<file path="config.mk">
export PLATFORM = sky130hd
export DESIGN_NAME = timer8_phase_correct_pwm
export DESIGN_NICKNAME = d
export VERILOG_FILES = /design/src/rtl/pwm_timer_pkg.sv /design/src/rtl/timer8_phase_correct_pwm.sv
export SDC_FILE = /design/constraint.sdc
export NUM_CORES = 1
export LEC_CHECK = 0
export ABC_AREA = 1
export BUFFER_PORTS_ARGS = -buffer_cell sky130_fd_sc_hd__buf_2
export CAP_MARGIN = 40
export CORE_MARGIN = 8
export CORE_UTILIZATION = 55
export DETAILED_ROUTE_END_ITERATION = 8
export PLACE_DENSITY = 0.89
export SKIP_CTS_REPAIR_TIMING = 1
export SLEW_MARGIN = 5
export SYNTH_ARGS = -nofsm -noshare
export SYNTH_HDL_FRONTEND = slang
export SYNTH_SLANG_ARGS = --single-unit
</file>
<file path="constraint.sdc">
create_clock -name clk_in -period 2.5 [get_ports clk_in]
set_clock_uncertainty 0.05 [all_clocks]
set_input_delay 0 -clock clk_in [delete_from_list [all_inputs] [get_ports clk_in]]
set_output_delay 0 -clock clk_in [all_outputs]
set_load 0.005 [all_outputs]
</file>
<file path="src/rtl/pwm_timer_pkg.sv">
package pwm_timer_pkg;
  // ----------------------------------------------------------------
  // Register map (byte addresses on APB)
  // ----------------------------------------------------------------
  localparam logic [7:0] ctrl_a_addr = 8'h00;
  localparam logic [7:0] ctrl_b_addr = 8'h04;
  localparam logic [7:0] cmp_a_addr = 8'h08;
  localparam logic [7:0] cmp_b_addr = 8'h0c;
  localparam logic [7:0] count_addr = 8'h10;
  localparam logic [7:0] flags_addr = 8'h14;
  // ----------------------------------------------------------------
  // Field positions and reset values
  // ----------------------------------------------------------------
  localparam int mode_a_hi = 7;
  localparam int mode_a_lo = 6;
  localparam int mode_b_hi = 5;
  localparam int mode_b_lo = 4;
  localparam int wsel_hi = 1;
  localparam int wsel_lo = 0;
  localparam int wsel_top_pos = 3;
  localparam int presc_hi = 2;
  localparam int presc_lo = 0;
  localparam int async_pos = 4;
  localparam int ovf_pos = 0;
  localparam int cmpa_pos = 1;
  localparam int cmpb_pos = 2;
  localparam int dir_a_pos = 8;
  localparam int dir_b_pos = 9;
  localparam logic [7:0] ctrl_a_reset = 8'h00;
  localparam logic [7:0] ctrl_a_wmask = 8'hf3;
  localparam logic [7:0] ctrl_b_wmask = 8'h1f;
  localparam logic [7:0] ctrl_reset = 8'h00;
  localparam logic [7:0] cnt_bottom = 8'h00;
  localparam logic [7:0] cnt_max = 8'hff;
  localparam int period_ticks = 510;
  // ----------------------------------------------------------------
  // Modes and prescaler
  // ----------------------------------------------------------------
  localparam logic [2:0] wsel_normal = 3'h0;
  localparam logic [2:0] wsel_pc_ff = 3'h1;
  localparam logic [2:0] wsel_ctc = 3'h2;
  localparam logic [2:0] wsel_fast_ff = 3'h3;
  localparam logic [2:0] wsel_pc_ocra = 3'h5;
  localparam logic [2:0] wsel_fast_ocra = 3'h7;
  localparam logic [1:0] om_off = 2'h0;
  localparam logic [1:0] om_toggle = 2'h1;
  localparam logic [1:0] om_clear = 2'h2;
  localparam logic [1:0] om_set = 2'h3;
  localparam logic [9:0] div_8 = 10'h007;
  localparam logic [9:0] div_32 = 10'h01f;
  localparam logic [9:0] div_64 = 10'h03f;
  localparam logic [9:0] div_128 = 10'h07f;
  localparam logic [9:0] div_256 = 10'h0ff;
  localparam logic [9:0] div_1024 = 10'h3ff;
  typedef enum logic [1:0] {
    dir_up_st = 2'b01,
    dir_down_st = 2'b10
  } dir_type;
endpackage

</file>
<file path="src/rtl/timer8_phase_correct_pwm.sv">
// The address map and the APB interface to the registers are this design's own decisions.
`timescale 1ns/100ps
// Function
// - Fast PWM toggle mode inverts on match
// - Waveform select 1 or 5 is phase correct
// - Count up to TOP, then down
// - TOP is 0xFF or compare value A
// - Clear on up match, set on down
// - Mode two non-inverted, three inverted
// - Hold TOP one tick, then reverse
// - Overflow flag set at BOTTOM
// - Period spans 510 timer ticks with TOP 0xFF, twice compare A when TOP is compare A
// - Prescale 1,8,32,64,128,256,1024
// - Compare at BOTTOM or MAX gives constant
// - Leaving MAX applies down-count match level
// - Missed down match fixed at BOTTOM
// - Tick is enable; async uses oscillator tick
// - Control A field layout, reserved zero
// - Nonzero mode overrides pin if output
// - Non-PWM mode encodes match action
// - PWM toggle needs top select bit
// - Select from control A plus B
module timer8_phase_correct_pwm (
  input wire logic clk_in,
  input wire logic reset_n_in,
  input wire logic psel_in,
  input wire logic penable_in,
  input wire logic pwrite_in,
  input wire logic [7:0] paddr_in,
  input wire logic [31:0] pwdata_in,
  input wire logic osc_tick_in,
  input wire logic port_data_in,
  output logic [31:0] prdata_out,
  output logic pready_out,
  output logic pslverr_out,
  output logic pin_a_out,
  output logic pin_a_oe_n_out,
  output logic pin_b_out,
  output logic pin_b_oe_n_out,
  output logic overflow_flag_out
);
  // ----------------------------------------------------------------
  // Registers
  // ----------------------------------------------------------------
  logic [7:0] ctrl_a_ff, nxt_ctrl_a;
  logic [7:0] ctrl_b_ff, nxt_ctrl_b;
  logic [7:0] buf_a_ff, nxt_buf_a, buf_b_ff, nxt_buf_b;
  logic [7:0] cmp_a_ff, nxt_cmp_a, cmp_b_ff, nxt_cmp_b;
  logic [7:0] cnt_ff, nxt_cnt;
  logic [9:0] pre_ff, nxt_pre;
  logic [2:0] flags_ff, nxt_flags;
  logic [1:0] oc_ff, nxt_oc;
  logic [31:0] prdata_ff, nxt_prdata;
  logic pready_ff, nxt_pready, pslverr_ff, nxt_pslverr;
  logic pin_a_ff, pin_b_ff, oe_a_n_ff, oe_b_n_ff;
  logic nxt_pin_a, nxt_pin_b, nxt_oe_a_n, nxt_oe_b_n;
  logic [7:0] port_dir_ff, nxt_port_dir;
  pwm_timer_pkg::dir_type dir_ff, nxt_dir;

  logic [2:0] wsel;
  logic pc_mode, fast_mode, pwm_mode, tick, at_top, pc_dn_now;
  logic [7:0] top_val;
  logic wr_en, rd_en;
  logic [1:0] match;

  assign wsel = {ctrl_b_ff[pwm_timer_pkg::wsel_top_pos],
                 ctrl_a_ff[pwm_timer_pkg::wsel_hi:pwm_timer_pkg::wsel_lo]};
  assign pc_mode = (wsel == pwm_timer_pkg::wsel_pc_ff) ||
                   (wsel == pwm_timer_pkg::wsel_pc_ocra);
  assign fast_mode = (wsel == pwm_timer_pkg::wsel_fast_ff) ||
                     (wsel == pwm_timer_pkg::wsel_fast_ocra);
  assign pwm_mode = pc_mode || fast_mode;
  assign top_val = (wsel[2] || wsel == pwm_timer_pkg::wsel_ctc) ?
                   cmp_a_ff : pwm_timer_pkg::cnt_max;
  assign at_top = (cnt_ff == top_val);
  assign pc_dn_now = (dir_ff == pwm_timer_pkg::dir_down_st);
  assign wr_en = psel_in && penable_in && pwrite_in && !pready_ff;
  assign rd_en = psel_in && penable_in && !pwrite_in && !pready_ff;

  // ----------------------------------------------------------------
  // Timer tick: prescaled I/O clock or oscillator tick
  // ----------------------------------------------------------------
  always_comb begin
    unique case (ctrl_b_ff[pwm_timer_pkg::presc_hi:pwm_timer_pkg::presc_lo])
      3'h1: tick = 1'b1;
      3'h2: tick = ((pre_ff & pwm_timer_pkg::div_8) == pwm_timer_pkg::div_8);
      3'h3: tick = ((pre_ff & pwm_timer_pkg::div_32) == pwm_timer_pkg::div_32);
      3'h4: tick = ((pre_ff & pwm_timer_pkg::div_64) == pwm_timer_pkg::div_64);
      3'h5: tick = ((pre_ff & pwm_timer_pkg::div_128) == pwm_timer_pkg::div_128);
      3'h6: tick = ((pre_ff & pwm_timer_pkg::div_256) == pwm_timer_pkg::div_256);
      3'h7: tick = (pre_ff == pwm_timer_pkg::div_1024);
      default: tick = 1'b0;
    endcase
    // Async source counts oscillator ticks instead of I/O cycles
    if (ctrl_b_ff[pwm_timer_pkg::async_pos] &&
        ctrl_b_ff[pwm_timer_pkg::presc_hi:pwm_timer_pkg::presc_lo] != 3'h0) begin
      tick = osc_tick_in;
    end
  end

  // ----------------------------------------------------------------
  // Counter, direction, compare buffer, output
  // ----------------------------------------------------------------
  genvar gi;
  generate
    for (gi = 0; gi < 2; gi++) begin : g_match
      assign match[gi] = (cnt_ff == (gi == 0 ? cmp_a_ff : cmp_b_ff));
    end
  endgenerate

  always_comb begin
    logic [1:0] mode;
    logic [7:0] cmp;
    mode = 2'h0;
    cmp = 8'h00;
    nxt_pre = pre_ff + 10'h001;
    nxt_cnt = cnt_ff;
    nxt_dir = dir_ff;
    nxt_cmp_a = cmp_a_ff;
    nxt_cmp_b = cmp_b_ff;
    nxt_oc = oc_ff;
    // Write one to clear first; hardware sets are ORed in below, so they win
    nxt_flags = flags_ff;
    if (wr_en && paddr_in == pwm_timer_pkg::flags_addr) begin
      nxt_flags = flags_ff & ~pwdata_in[2:0];
    end
    if (!pwm_mode) begin
      nxt_cmp_a = buf_a_ff;
      nxt_cmp_b = buf_b_ff;
    end
    if (tick) begin
      if (pc_mode) begin
        if (at_top) begin
          nxt_dir = pwm_timer_pkg::dir_down_st;
          nxt_cnt = cnt_ff - 8'h01;
          nxt_cmp_a = buf_a_ff;
          nxt_cmp_b = buf_b_ff;
        end else if (cnt_ff == pwm_timer_pkg::cnt_bottom) begin
          nxt_dir = pwm_timer_pkg::dir_up_st;
          nxt_cnt = cnt_ff + 8'h01;
        end else if (pc_dn_now) begin
          nxt_cnt = cnt_ff - 8'h01;
        end else begin
          nxt_cnt = cnt_ff + 8'h01;
        end
        if (nxt_cnt == pwm_timer_pkg::cnt_bottom) begin
          nxt_flags[pwm_timer_pkg::ovf_pos] = 1'b1;
        end
      end else if (at_top && wsel != pwm_timer_pkg::wsel_normal) begin
        nxt_cnt = pwm_timer_pkg::cnt_bottom;
        if (fast_mode) begin
          nxt_cmp_a = buf_a_ff;
          nxt_cmp_b = buf_b_ff;
          nxt_flags[pwm_timer_pkg::ovf_pos] = 1'b1;
        end
      end else begin
        nxt_cnt = cnt_ff + 8'h01;
        if (cnt_ff == pwm_timer_pkg::cnt_max) begin
          nxt_flags[pwm_timer_pkg::ovf_pos] = 1'b1;
        end
      end
      for (int i = 0; i < 2; i++) begin
        mode = (i == 0) ? ctrl_a_ff[pwm_timer_pkg::mode_a_hi:pwm_timer_pkg::mode_a_lo] :
                          ctrl_a_ff[pwm_timer_pkg::mode_b_hi:pwm_timer_pkg::mode_b_lo];
        cmp = (i == 0) ? cmp_a_ff : cmp_b_ff;
        if (match[i]) begin
          nxt_flags[pwm_timer_pkg::cmpa_pos + i] = 1'b1;
        end
        if (!pwm_mode) begin
          if (match[i]) begin
            case (mode)
              pwm_timer_pkg::om_toggle: nxt_oc[i] = !oc_ff[i];
              pwm_timer_pkg::om_clear: nxt_oc[i] = 1'b0;
              pwm_timer_pkg::om_set: nxt_oc[i] = 1'b1;
              default: nxt_oc[i] = oc_ff[i];
            endcase
          end
        end else if (mode == pwm_timer_pkg::om_toggle) begin
          // Only channel A can toggle; B's code is reserved
          if (i == 0 && wsel[2] && match[i]) begin
            nxt_oc[i] = !oc_ff[i];
          end
        end else if (mode[1]) begin
          if (pc_mode) begin
            if (at_top && cmp == pwm_timer_pkg::cnt_max) begin
              nxt_oc[i] = !mode[0];
            end else if (match[i] && !(at_top && cmp == top_val)) begin
              // A match at BOTTOM counts as up-going, so compare zero keeps the up level
              nxt_oc[i] = (pc_dn_now && cnt_ff != pwm_timer_pkg::cnt_bottom) ?
                          !mode[0] : mode[0];
            end else if (cnt_ff == pwm_timer_pkg::cnt_bottom &&
                         cmp != pwm_timer_pkg::cnt_max) begin
              // Bottom edge restores the down-count match level (symmetry)
              nxt_oc[i] = !mode[0];
            end
          end else if (at_top) begin
            nxt_oc[i] = (cmp == top_val) ? mode[0] : !mode[0];
          end else if (match[i]) begin
            nxt_oc[i] = mode[0];
          end
        end
      end
    end
    if (wr_en && paddr_in == pwm_timer_pkg::count_addr) begin
      nxt_cnt = pwdata_in[7:0];
    end
  end


  // ----------------------------------------------------------------
  // APB slave and pin drive
  // ----------------------------------------------------------------
  always_comb begin
    nxt_ctrl_a = ctrl_a_ff;
    nxt_ctrl_b = ctrl_b_ff;
    nxt_buf_a = buf_a_ff;
    nxt_buf_b = buf_b_ff;
    nxt_port_dir = port_dir_ff;
    nxt_prdata = prdata_ff;
    nxt_pslverr = 1'b0;
    nxt_pready = psel_in && penable_in && !pready_ff;
    if (wr_en) begin
      case (paddr_in)
        pwm_timer_pkg::ctrl_a_addr: nxt_ctrl_a = pwdata_in[7:0] & pwm_timer_pkg::ctrl_a_wmask;
        pwm_timer_pkg::ctrl_b_addr: begin
          nxt_ctrl_b = pwdata_in[7:0] & pwm_timer_pkg::ctrl_b_wmask;
          nxt_port_dir = {6'h00, pwdata_in[pwm_timer_pkg::dir_b_pos],
                          pwdata_in[pwm_timer_pkg::dir_a_pos]};
        end
        pwm_timer_pkg::cmp_a_addr: nxt_buf_a = pwdata_in[7:0];
        pwm_timer_pkg::cmp_b_addr: nxt_buf_b = pwdata_in[7:0];
        pwm_timer_pkg::count_addr, pwm_timer_pkg::flags_addr: nxt_pslverr = 1'b0;
        default: nxt_pslverr = 1'b1;
      endcase
    end
    if (rd_en) begin
      case (paddr_in)
        pwm_timer_pkg::ctrl_a_addr: nxt_prdata = {24'h000000, ctrl_a_ff};
        pwm_timer_pkg::ctrl_b_addr: nxt_prdata = {22'h000000, port_dir_ff[1:0], ctrl_b_ff};
        pwm_timer_pkg::cmp_a_addr: nxt_prdata = {24'h000000, buf_a_ff};
        pwm_timer_pkg::cmp_b_addr: nxt_prdata = {24'h000000, buf_b_ff};
        pwm_timer_pkg::count_addr: nxt_prdata = {24'h000000, cnt_ff};
        pwm_timer_pkg::flags_addr: nxt_prdata = {29'h00000000, flags_ff};
        default: begin
          nxt_prdata = 32'h00000000;
          nxt_pslverr = 1'b1;
        end
      endcase
    end
    // Pin value taken over whenever mode is active; drive enable follows direction alone
    nxt_pin_a = (ctrl_a_ff[7:6] != pwm_timer_pkg::om_off) ? oc_ff[0] : port_data_in;
    nxt_pin_b = (ctrl_a_ff[5:4] != pwm_timer_pkg::om_off) ? oc_ff[1] : port_data_in;
    if (pwm_mode && !wsel[2] && ctrl_a_ff[7:6] == pwm_timer_pkg::om_toggle) begin
      nxt_pin_a = port_data_in;
    end
    nxt_oe_a_n = !port_dir_ff[0];
    nxt_oe_b_n = !port_dir_ff[1];
  end

  always_ff @(posedge clk_in) begin
    if (!reset_n_in) begin
      ctrl_a_ff <= pwm_timer_pkg::ctrl_a_reset;
      ctrl_b_ff <= pwm_timer_pkg::ctrl_reset;
      buf_a_ff <= 8'h00;
      buf_b_ff <= 8'h00;
      cmp_a_ff <= 8'h00;
      cmp_b_ff <= 8'h00;
      cnt_ff <= pwm_timer_pkg::cnt_bottom;
      pre_ff <= 10'h000;
      dir_ff <= pwm_timer_pkg::dir_up_st;
      flags_ff <= 3'h0;
      oc_ff <= 2'h0;
      port_dir_ff <= 8'h00;
      prdata_ff <= 32'h00000000;
      pready_ff <= 1'b0;
      pslverr_ff <= 1'b0;
      pin_a_ff <= 1'b0;
      pin_b_ff <= 1'b0;
      oe_a_n_ff <= 1'b1;
      oe_b_n_ff <= 1'b1;
    end else begin
      ctrl_a_ff <= nxt_ctrl_a;
      ctrl_b_ff <= nxt_ctrl_b;
      buf_a_ff <= nxt_buf_a;
      buf_b_ff <= nxt_buf_b;
      cmp_a_ff <= nxt_cmp_a;
      cmp_b_ff <= nxt_cmp_b;
      cnt_ff <= nxt_cnt;
      pre_ff <= nxt_pre;
      dir_ff <= nxt_dir;
      flags_ff <= nxt_flags;
      oc_ff <= nxt_oc;
      port_dir_ff <= nxt_port_dir;
      prdata_ff <= nxt_prdata;
      pready_ff <= nxt_pready;
      pslverr_ff <= nxt_pslverr;
      pin_a_ff <= nxt_pin_a;
      pin_b_ff <= nxt_pin_b;
      oe_a_n_ff <= nxt_oe_a_n;
      oe_b_n_ff <= nxt_oe_b_n;
    end
  end

  assign prdata_out = prdata_ff;
  assign pready_out = pready_ff;
  assign pslverr_out = pslverr_ff;
  assign pin_a_out = pin_a_ff;
  assign pin_b_out = pin_b_ff;
  assign pin_a_oe_n_out = oe_a_n_ff;
  assign pin_b_oe_n_out = oe_b_n_ff;
  assign overflow_flag_out = flags_ff[pwm_timer_pkg::ovf_pos];

  // ----------------------------------------------------------------
  // Checks
  // ----------------------------------------------------------------
  top_turn_a: assert property (@(posedge clk_in) disable iff (!reset_n_in)
    tick && pc_mode && at_top |=> dir_ff == pwm_timer_pkg::dir_down_st)
    else $error("direction did not turn at top");
  bottom_ovf_a: assert property (@(posedge clk_in) disable iff (!reset_n_in)
    tick && pc_mode && cnt_ff == 8'h01 && pc_dn_now |=> flags_ff[0])
    else $error("overflow flag not set at bottom");
  pc_step_a: assert property (@(posedge clk_in) disable iff (!reset_n_in)
    tick && pc_mode && !at_top && cnt_ff != 8'h00 && !pc_dn_now && !wr_en
    |=> cnt_ff == $past(cnt_ff) + 8'h01)
    else $error("up count did not step");
  reserved_zero_a: assert property (@(posedge clk_in) disable iff (!reset_n_in)
    ctrl_a_ff[3:2] == 2'h0)
    else $error("reserved bits not zero");
  oe_follow_a: assert property (@(posedge clk_in) disable iff (!reset_n_in)
    ##1 pin_a_oe_n_out == !$past(port_dir_ff[0]))
    else $error("pin enable not following direction");
  buf_hold_a: assert property (@(posedge clk_in) disable iff (!reset_n_in)
    pwm_mode && !(tick && at_top) |=> $stable(cmp_a_ff))
    else $error("compare changed mid period");
  ack_one_a: assert property (@(posedge clk_in) disable iff (!reset_n_in)
    pready_out |=> !pready_out)
    else $error("ready held too long");
  up_clear_a: assert property (@(posedge clk_in) disable iff (!reset_n_in)
    tick && pc_mode && !pc_dn_now && match[0] && !at_top && cmp_a_ff != 8'h00
    && ctrl_a_ff[7:6] == pwm_timer_pkg::om_clear |=> !oc_ff[0])
    else $error("up match did not clear output");
endmodule // timer8_phase_correct_pwm

</file>
Word-level counts from Yosys, hierarchy flattened
Index checks and enable logic that the tools add are counted.
- logic and storage cells: 202
- memories: 0
- output and inout bits: 39
- memory bits (read-only): 0
- bits in registers: 108
- input bits: 47
- bits in writable memories: 0
- bits in latches: 0
- div/mod/pow operators: 0
- reduce and logical (&&, ||, !) cells: 61
- bitwise logic cells: 2
- eq/ne operators: 46
- multiply operators: 0
- add/subtract/negate cells: 3
- magnitude comparators: 0
- multiplexer cells: 70
- shifts and indexed selects: 0
- operators with widths (operator ; number):
    2-to-1 mux 8 bit ; 22
    one-hot mux 10 bit (6 select lines) ; 1
    == test 8 bit ; 5
    2-to-1 mux 1 bit ; 40
    == test 8 bit (second input constant) ; 4
    logical NOT 8 bit ; 3
    logical AND 1 bit ; 22
    == test 3 bit (second input constant) ; 7
    == test 8 x 4 -> 1 bit (second input constant) ; 2
    == test 8 x 5 -> 1 bit (second input constant) ; 2
    inequality test 8 bit (second input constant) ; 2
    nonzero test 4 bit ; 4
    AND reduction 7 bit ; 2
    == test 3 x 2 -> 1 bit (second input constant) ; 4
    nonzero test 2 bit ; 6
    logical NOT 1 bit ; 11
    adder 10 x 1 -> 10 bit (second input constant) ; 1
    == test 10 bit (second input constant) ; 1
    == test 2 bit (second input constant) ; 5
    adder 8 x 1 -> 8 bit (second input constant) ; 1
    == test 8 x 3 -> 1 bit (second input constant) ; 1
    AND reduction 2 bit ; 4
    nonzero test 8 bit ; 1
    subtractor 8 x 1 -> 8 bit (second input constant) ; 1
    other kinds (20) ; 30

Logic depth before layout (Yosys ltp)
- depth in word-level cells: 13
- mapped depth: 20
- gate-level depth less buffers: 18

Worst setup path after synthesis
OpenSTA, ideal clock, no wires.
- path type: reg-to-reg
- start point: reg ctrl_a_ff[0]
- end point: reg oc_ff[0]
- clock period less this slack: 2.011 ns
- slack: 0.489 ns
- cell stages (with the launch flop): 19
- data arrival time: 1.849 ns
- data required time: 2.338 ns
- setup time: 0.112 ns
- path buffers: 2
- cells stage by stage: dfxtp_1 -> inv_2 -> nand2_2 -> nand2_2 -> buf_6 -> nand2_1 -> nand2_1 -> nand2_1 -> nor2_2 -> nand2_4 -> buf_6 -> o21ai_0 -> nand2_1 -> nand2_1 -> nand2_1 -> nand2_1 -> nand2_1 -> nand2_1 -> nor2_1
- cells in the longest elaborated chain, start to end: 13
- elaborated cells between the ends (all ways): 31
- classes of those cells: 10 x eq/ne; 9 x mux; 12 x reduce/logical
- RTL lines (item ; RTL line ; RTL):
    start: declaration ; timer8_phase_correct_pwm.sv:45 ; logic [7:0] ctrl_a_ff, nxt_ctrl_a;
    start signal: assignment ; timer8_phase_correct_pwm.sv:262 ; ctrl_a_ff <= pwm_timer_pkg::ctrl_a_reset;
    start signal: assignment ; timer8_phase_correct_pwm.sv:282 ; ctrl_a_ff <= nxt_ctrl_a;
    == test 3 x 2 -> 1 bit ; timer8_phase_correct_pwm.sv:73 ; assign top_val = (wsel[2] || wsel == pwm_timer_pkg::wsel_ctc) ?
    logical OR 1 bit ; timer8_phase_correct_pwm.sv:73 ;
    2-to-1 mux 8 bit ; timer8_phase_correct_pwm.sv:73 ;
    == test 8 bit, on equally long branches ; timer8_phase_correct_pwm.sv:75, timer8_phase_correct_pwm.sv:187, timer8_phase_correct_pwm.sv:197 ;
    logical AND 1 bit ; timer8_phase_correct_pwm.sv:187 ; end else if (match[i] && !(at_top && cmp == top_val)) begin
    logical NOT 1 bit ; timer8_phase_correct_pwm.sv:187 ;
    logical AND 1 bit ; timer8_phase_correct_pwm.sv:187 ;
    2-to-1 mux 1 bit ; timer8_phase_correct_pwm.sv:187 ;
    2-to-1 mux 1 bit ; timer8_phase_correct_pwm.sv:185 ; if (at_top && cmp == pwm_timer_pkg::cnt_max) begin
    2-to-1 mux 1 bit ; timer8_phase_correct_pwm.sv:184 ; if (pc_mode) begin
    2-to-1 mux 1 bit ; timer8_phase_correct_pwm.sv:183 ; end else if (mode[1]) begin
    2-to-1 mux 1 bit ; timer8_phase_correct_pwm.sv:178 ; end else if (mode == pwm_timer_pkg::om_toggle) begin
    2-to-1 mux 1 bit ; timer8_phase_correct_pwm.sv:169 ; if (!pwm_mode) begin
    end signal: assignment ; timer8_phase_correct_pwm.sv:292 ; oc_ff <= nxt_oc;
    end: declaration ; timer8_phase_correct_pwm.sv:52 ; logic [1:0] oc_ff, nxt_oc;
Parallel ways exist; a longest one is shown, timed or not. The select of a mux whose other input is x is not followed.
A chain may end at the register's enable or synchronous reset.

Final worst setup path
- start point: reg pre_ff[0]
- end point: reg cmp_a_ff[0]
- cells in the longest elaborated chain, start to end: 4
- elaborated cells between the ends (all ways): 9
- classes of those cells: 6 x eq/ne; 3 x mux
- RTL lines (item ; RTL line ; RTL):
    start: declaration ; timer8_phase_correct_pwm.sv:50 ; logic [9:0] pre_ff, nxt_pre;
    start signal: assignment ; timer8_phase_correct_pwm.sv:289 ; pre_ff <= nxt_pre;
    == test 10 bit, or another cell as far along ; timer8_phase_correct_pwm.sv:91 ; 3'h7: tick = (pre_ff == pwm_timer_pkg::div_1024);
    one-hot mux 1 bit (7 select lines) * ; timer8_phase_correct_pwm.sv:84 ; unique case (ctrl_b_ff[pwm_timer_pkg::presc_hi:pwm_timer_pkg::presc_lo])
    2-to-1 mux 1 bit * ; timer8_phase_correct_pwm.sv:95 ; if (ctrl_b_ff[pwm_timer_pkg::async_pos] &&
    2-to-1 mux 8 bit * ; timer8_phase_correct_pwm.sv:131 ; if (tick) begin
    end signal: assignment ; timer8_phase_correct_pwm.sv:286 ; cmp_a_ff <= nxt_cmp_a;
    end: declaration ; timer8_phase_correct_pwm.sv:48 ; logic [7:0] cmp_a_ff, nxt_cmp_a, cmp_b_ff, nxt_cmp_b;
Every way passes the cells marked *; elsewhere a longest branch is shown, timed or not.

==> summary.md <==
| Metric | Value |
|---|---|
| Outcome | complete, but fails checks |
| Violated checks | hold timing |
| Critical path origin | pre_ff[0]$_SDFF_PN0_ |
| Die boundary width | 113 um |
| Clk_lat worst skew | 0.37 ns |
| Worst reg2reg startpoint | pre_ff[0]$_SDFF_PN0_ |
| Number of synthesized flops with an enable pin | 0 |
| Cell accounting for the most synthesized area | sky130_fd_sc_hd__dfxtp_1 |
| Sequential fraction of design power | 0.514 |
| Clock transition at path regs | 0.10 ns |
| Yosys warns | 0 |
| CTS tree | yes |
| Transition at the pin with the smallest max-transition slack | 0.758 ns |
| # clock sinks | 86 |
| Clock network power share | 0.432 |
| Area share of the largest cell type after synthesis | 0.336 |
| Gate count after technology mapping | 810 |
| Clock buffer depth | 2 |
| Sw frac | 0.242 |
| Clock period minus worst slack | 2.30 ns |
| Detailed-route via count | 5691 |
| Top cells by area, synth | sky130_fd_sc_hd__dfxtp_1 34%, sky130_fd_sc_hd__nand2_1 16%, sky130_fd_sc_hd__a21oi_1 8.2% |
| Arrival time of the worst setup path | 2.55 ns |
| Maximum clock frequency | 434 MHz |
| Average size of a mapped cell | 6.33 sq um |
| Core outline area | 9150 sq um |
| Category of the worst setup path launch point | flop |
| Number of synthesized register bits | 86 |
| Unique cell type count in the Yosys netlist | 39 |
| Max VDD drop | 0.490 mV |
| Sort of element at the end of the critical path | flop |
| Critical path destination | cmp_a_ff[0]$_SDFF_PN0_ |
| Number of CTS-inserted buffers | 9 |
| Number of buffers added on ports | 41 |
| Number of global-route vias before repair | 5346 |
| Sequential element share of the synthesized area | 0.336 |
| Total routing usage reported by global routing | 0.241 |
| Number of cell instances on the worst register-to-register path | 14 |
| Pins Over Slew Limit | 0 |
| Max FO, Critical Path | 32 |
| Placed standard-cell area | 5540 sq um |
| GR Overflow Total | 0 |
| Post-detailed-route wirelength per cell | 15.5 um |
| Num ports | 86 |
| Wire length of the first global-routing pass | 25200 um |
| Internal power | 2.04 mW |
| Detailed placer's ending HPWL | 11400 um |
| Number of antenna violations at the first check in global routing | 0 |
| Post-synthesis instance area | 5130 sq um |
| Antenna diodes | 0 |
| Antenna-violating nets left | 0 |
| Final setup violating endpoints | 0 |
| Final number of hold-violating endpoints | 5 |
| Data required time of the critical path | 2.75 ns |
| Critical path start-end classification | flop to flop |
| Final estimated routing congestion in global placement | 0.977 |
| Power density over cell area | 455 nW/um^2 |
| Total Neg Setup Slack | 0 ns |
| Setup repair after global routing missed its margin | false |
| Register-to-register setup slack | 0.20 ns |
| Gate power share | 0.054 |
| Tightest hold margin | -0.0208 ns |
| Asr flop ratio synth | 0 |
| Starting utilization of the core area | 0.560 |
| Number of maximum-capacitance constraint violations | 0 |
| Area growth from synthesis to final layout | 15.3% |
| Number of DRC markers in iteration 0 | 596 |
| Layout Nets | 935 |
| Worst hold path class | input port to flop |
| Average via count per standard cell | 5.70 |
| Die Outline Area | 12700 sq um |
| Number of levels in the clock H-tree | 3 |
| Pin count of the biggest net entering global routing | 39 |
| Cell with the most instances after synthesis | sky130_fd_sc_hd__nand2_1 |
| DRC errors left | 0 |
| Post-route clock period utilization | 0.921 |
| Drt first pass iters | 6 |
| End of the worst register-to-register path | cmp_a_ff[0]$_SDFF_PN0_ |
| Final routed wirelength across all metal layers | 15500 um |
| Die extent in y | 113 um |
| Synth top cells by count | 216 x sky130_fd_sc_hd__nand2_1, 96 x sky130_fd_sc_hd__inv_1, 86 x sky130_fd_sc_hd__dfxtp_1 |
| Most instantiated flip-flop cell in the synthesis netlist | sky130_fd_sc_hd__dfxtp_1 |
| Net switching power of the design | 0.653 mW |
| Summed area of non-filler cells in the final layout | 5910 sq um |
| Worst slew margin relative to its limit | 0.490 |
| Proportion of layout cells with a drive suffix above 1 | 0.122 |
| P_leak | 2.64 nW |
| Placement Rows | 35 |
| Clk Tree Root Cell | sky130_fd_sc_hd__clkbuf_8 |
-- power by group through the flow --
stage | combinational [mW] | clock [mW] | sequential [mW]
3_5_place_dp | 0.125 | 0 | 1.42
6_report | 0.146 | 1.16 | 1.38
5_1_grt | 0.160 | 1.22 | 1.38
3_3_place_gp | 0.123 | 0 | 1.42
2_1_floorplan | 0.0941 | 0 | 1.41
4_1_cts | 0.126 | 1.16 | 1.38
-- through the flow --
stage                     instances  power (mW)  hold slack (ns)  worst slack [ns]   util
final                           998        2.69          -0.0208             0.197  0.646
after global routing            998        2.77          0.00118            0.0275  0.646
after CTS                       987        2.67           -0.174            0.0614  0.631
after detailed placement        971        1.54            0.206            0.0909  0.605
after global placement          971        1.54            0.171             0.160  0.605
after floorplan                 831        1.51           0.0849             0.489      -
-- routing by layer --
layer / up-vias / wire length, um / track usage
li1: 2751 / - / -
met1: 2542 / 6210 / 0.299
met2: 339 / 7140 / 0.394
met3: 59 / 1530 / 0.0488
met4: 0 / 622 / 0.106
met5: - / 0 / 0
-- critical path, stage by stage (launching register included) --
cell	delay [ns]
sky130_fd_sc_hd__dfxtp_1	0.37
sky130_fd_sc_hd__ha_1	0.18
sky130_fd_sc_hd__nand2_1	0.05
sky130_fd_sc_hd__nor2_1	0.13
sky130_fd_sc_hd__ha_1	0.17
sky130_fd_sc_hd__nor2_1	0.05
sky130_fd_sc_hd__nor2_1	0.10
sky130_fd_sc_hd__nor2_1	0.06
sky130_fd_sc_hd__o21ai_0	0.07
sky130_fd_sc_hd__o21a_1	0.14
sky130_fd_sc_hd__nand2_1	0.17
sky130_fd_sc_hd__o21ai_2	0.23
sky130_fd_sc_hd__buf_12	0.19
sky130_fd_sc_hd__o21ai_0	0.11
sky130_fd_sc_hd__a21oi_1	0.15
-- layout by cell type (no fill, tap or decap), types with 6 or more instances in the layout --
cell type,synthesis,final
sky130_fd_sc_hd__clkinv_1,7,6
sky130_fd_sc_hd__nand3_1,49,49
sky130_fd_sc_hd__buf_4,22,33
sky130_fd_sc_hd__nand4_1,15,15
sky130_fd_sc_hd__xor2_1,9,9
sky130_fd_sc_hd__a21oi_1,84,84
sky130_fd_sc_hd__dfxtp_1,86,86
sky130_fd_sc_hd__o221ai_1,8,8
sky130_fd_sc_hd__buf_2,6,41
sky130_fd_sc_hd__clkbuf_8,0,10
sky130_fd_sc_hd__nand2_1,216,215
sky130_fd_sc_hd__nor2_1,56,55
sky130_fd_sc_hd__nor3_1,10,10
sky130_fd_sc_hd__o21ai_0,84,84
sky130_fd_sc_hd__inv_1,96,94
sky130_fd_sc_hd__ha_1,6,6
sky130_fd_sc_hd__conb_1,1,22
sky130_fd_sc_hd__dlygate4sd3_1,0,11
-- registers in the layout (all words and copies together), names as in the netlist --
name            flops
ctrl_b_ff           5
buf_a_ff            8
port_dir_ff         2
ctrl_a_ff           6
pin_b_out           1
cmp_b_ff            8
cnt_ff              8
flags_ff            3
pre_ff             10
pin_a_out           1
prdata_out         10
buf_b_ff            8
cmp_a_ff            8
pslverr_out         1
oc_ff               2
pin_a_oe_n_out      1
pready_out          1
pin_b_oe_n_out      1
dir_ff              2
-- worst min-delay path by stage --
stage / from / end / cells after the start
2_1_floorplan: pwdata_in[9] / port_dir_ff[1]$_SDFFE_PN0P_ / 2
3_3_place_gp: pwdata_in[9] / port_dir_ff[1]$_SDFFE_PN0P_ / 3
3_5_place_dp: pwdata_in[9] / port_dir_ff[1]$_SDFFE_PN0P_ / 3
4_1_cts: port_data_in / pin_a_out$_SDFF_PN0_ / 3
5_1_grt: pwdata_in[7] / buf_b_ff[7]$_SDFFE_PN0P_ / 3
6_report: pwdata_in[4] / ctrl_b_ff[4]$_SDFFE_PN0P_ / 3
-- logic make-up (layout without fill, tap and decap cells) --
| group | after synthesis | count (layout) | synth area share |
|---|---|---|---|
| DFF | 86 | 86 | 0.336 |
| and+or+nand+nor | 356 | 356 | 0.289 |
| adders and majority gates | 6 | 6 | 0.0146 |
| AOI/OAI and AO/OA | 197 | 197 | 0.208 |
| buffers and inverters | 152 | 208 | 0.132 |
| other | 1 | 22 | 0.000731 |
| xor gates and xnor gates | 12 | 12 | 0.0205 |
-- layout make-up --
cell class                      instances  area (sq um)
Clock buffer                           10           138
Clock inverter                          6           100
Fill cell                             750          3240
Inverter                              106           402
Multi-Input combinational cell        593          2830
Sequential cell                        86          1720
Tap cell                              111           139
Timing Repair Buffer                   86           583
(Power assumes the default switching activity.)
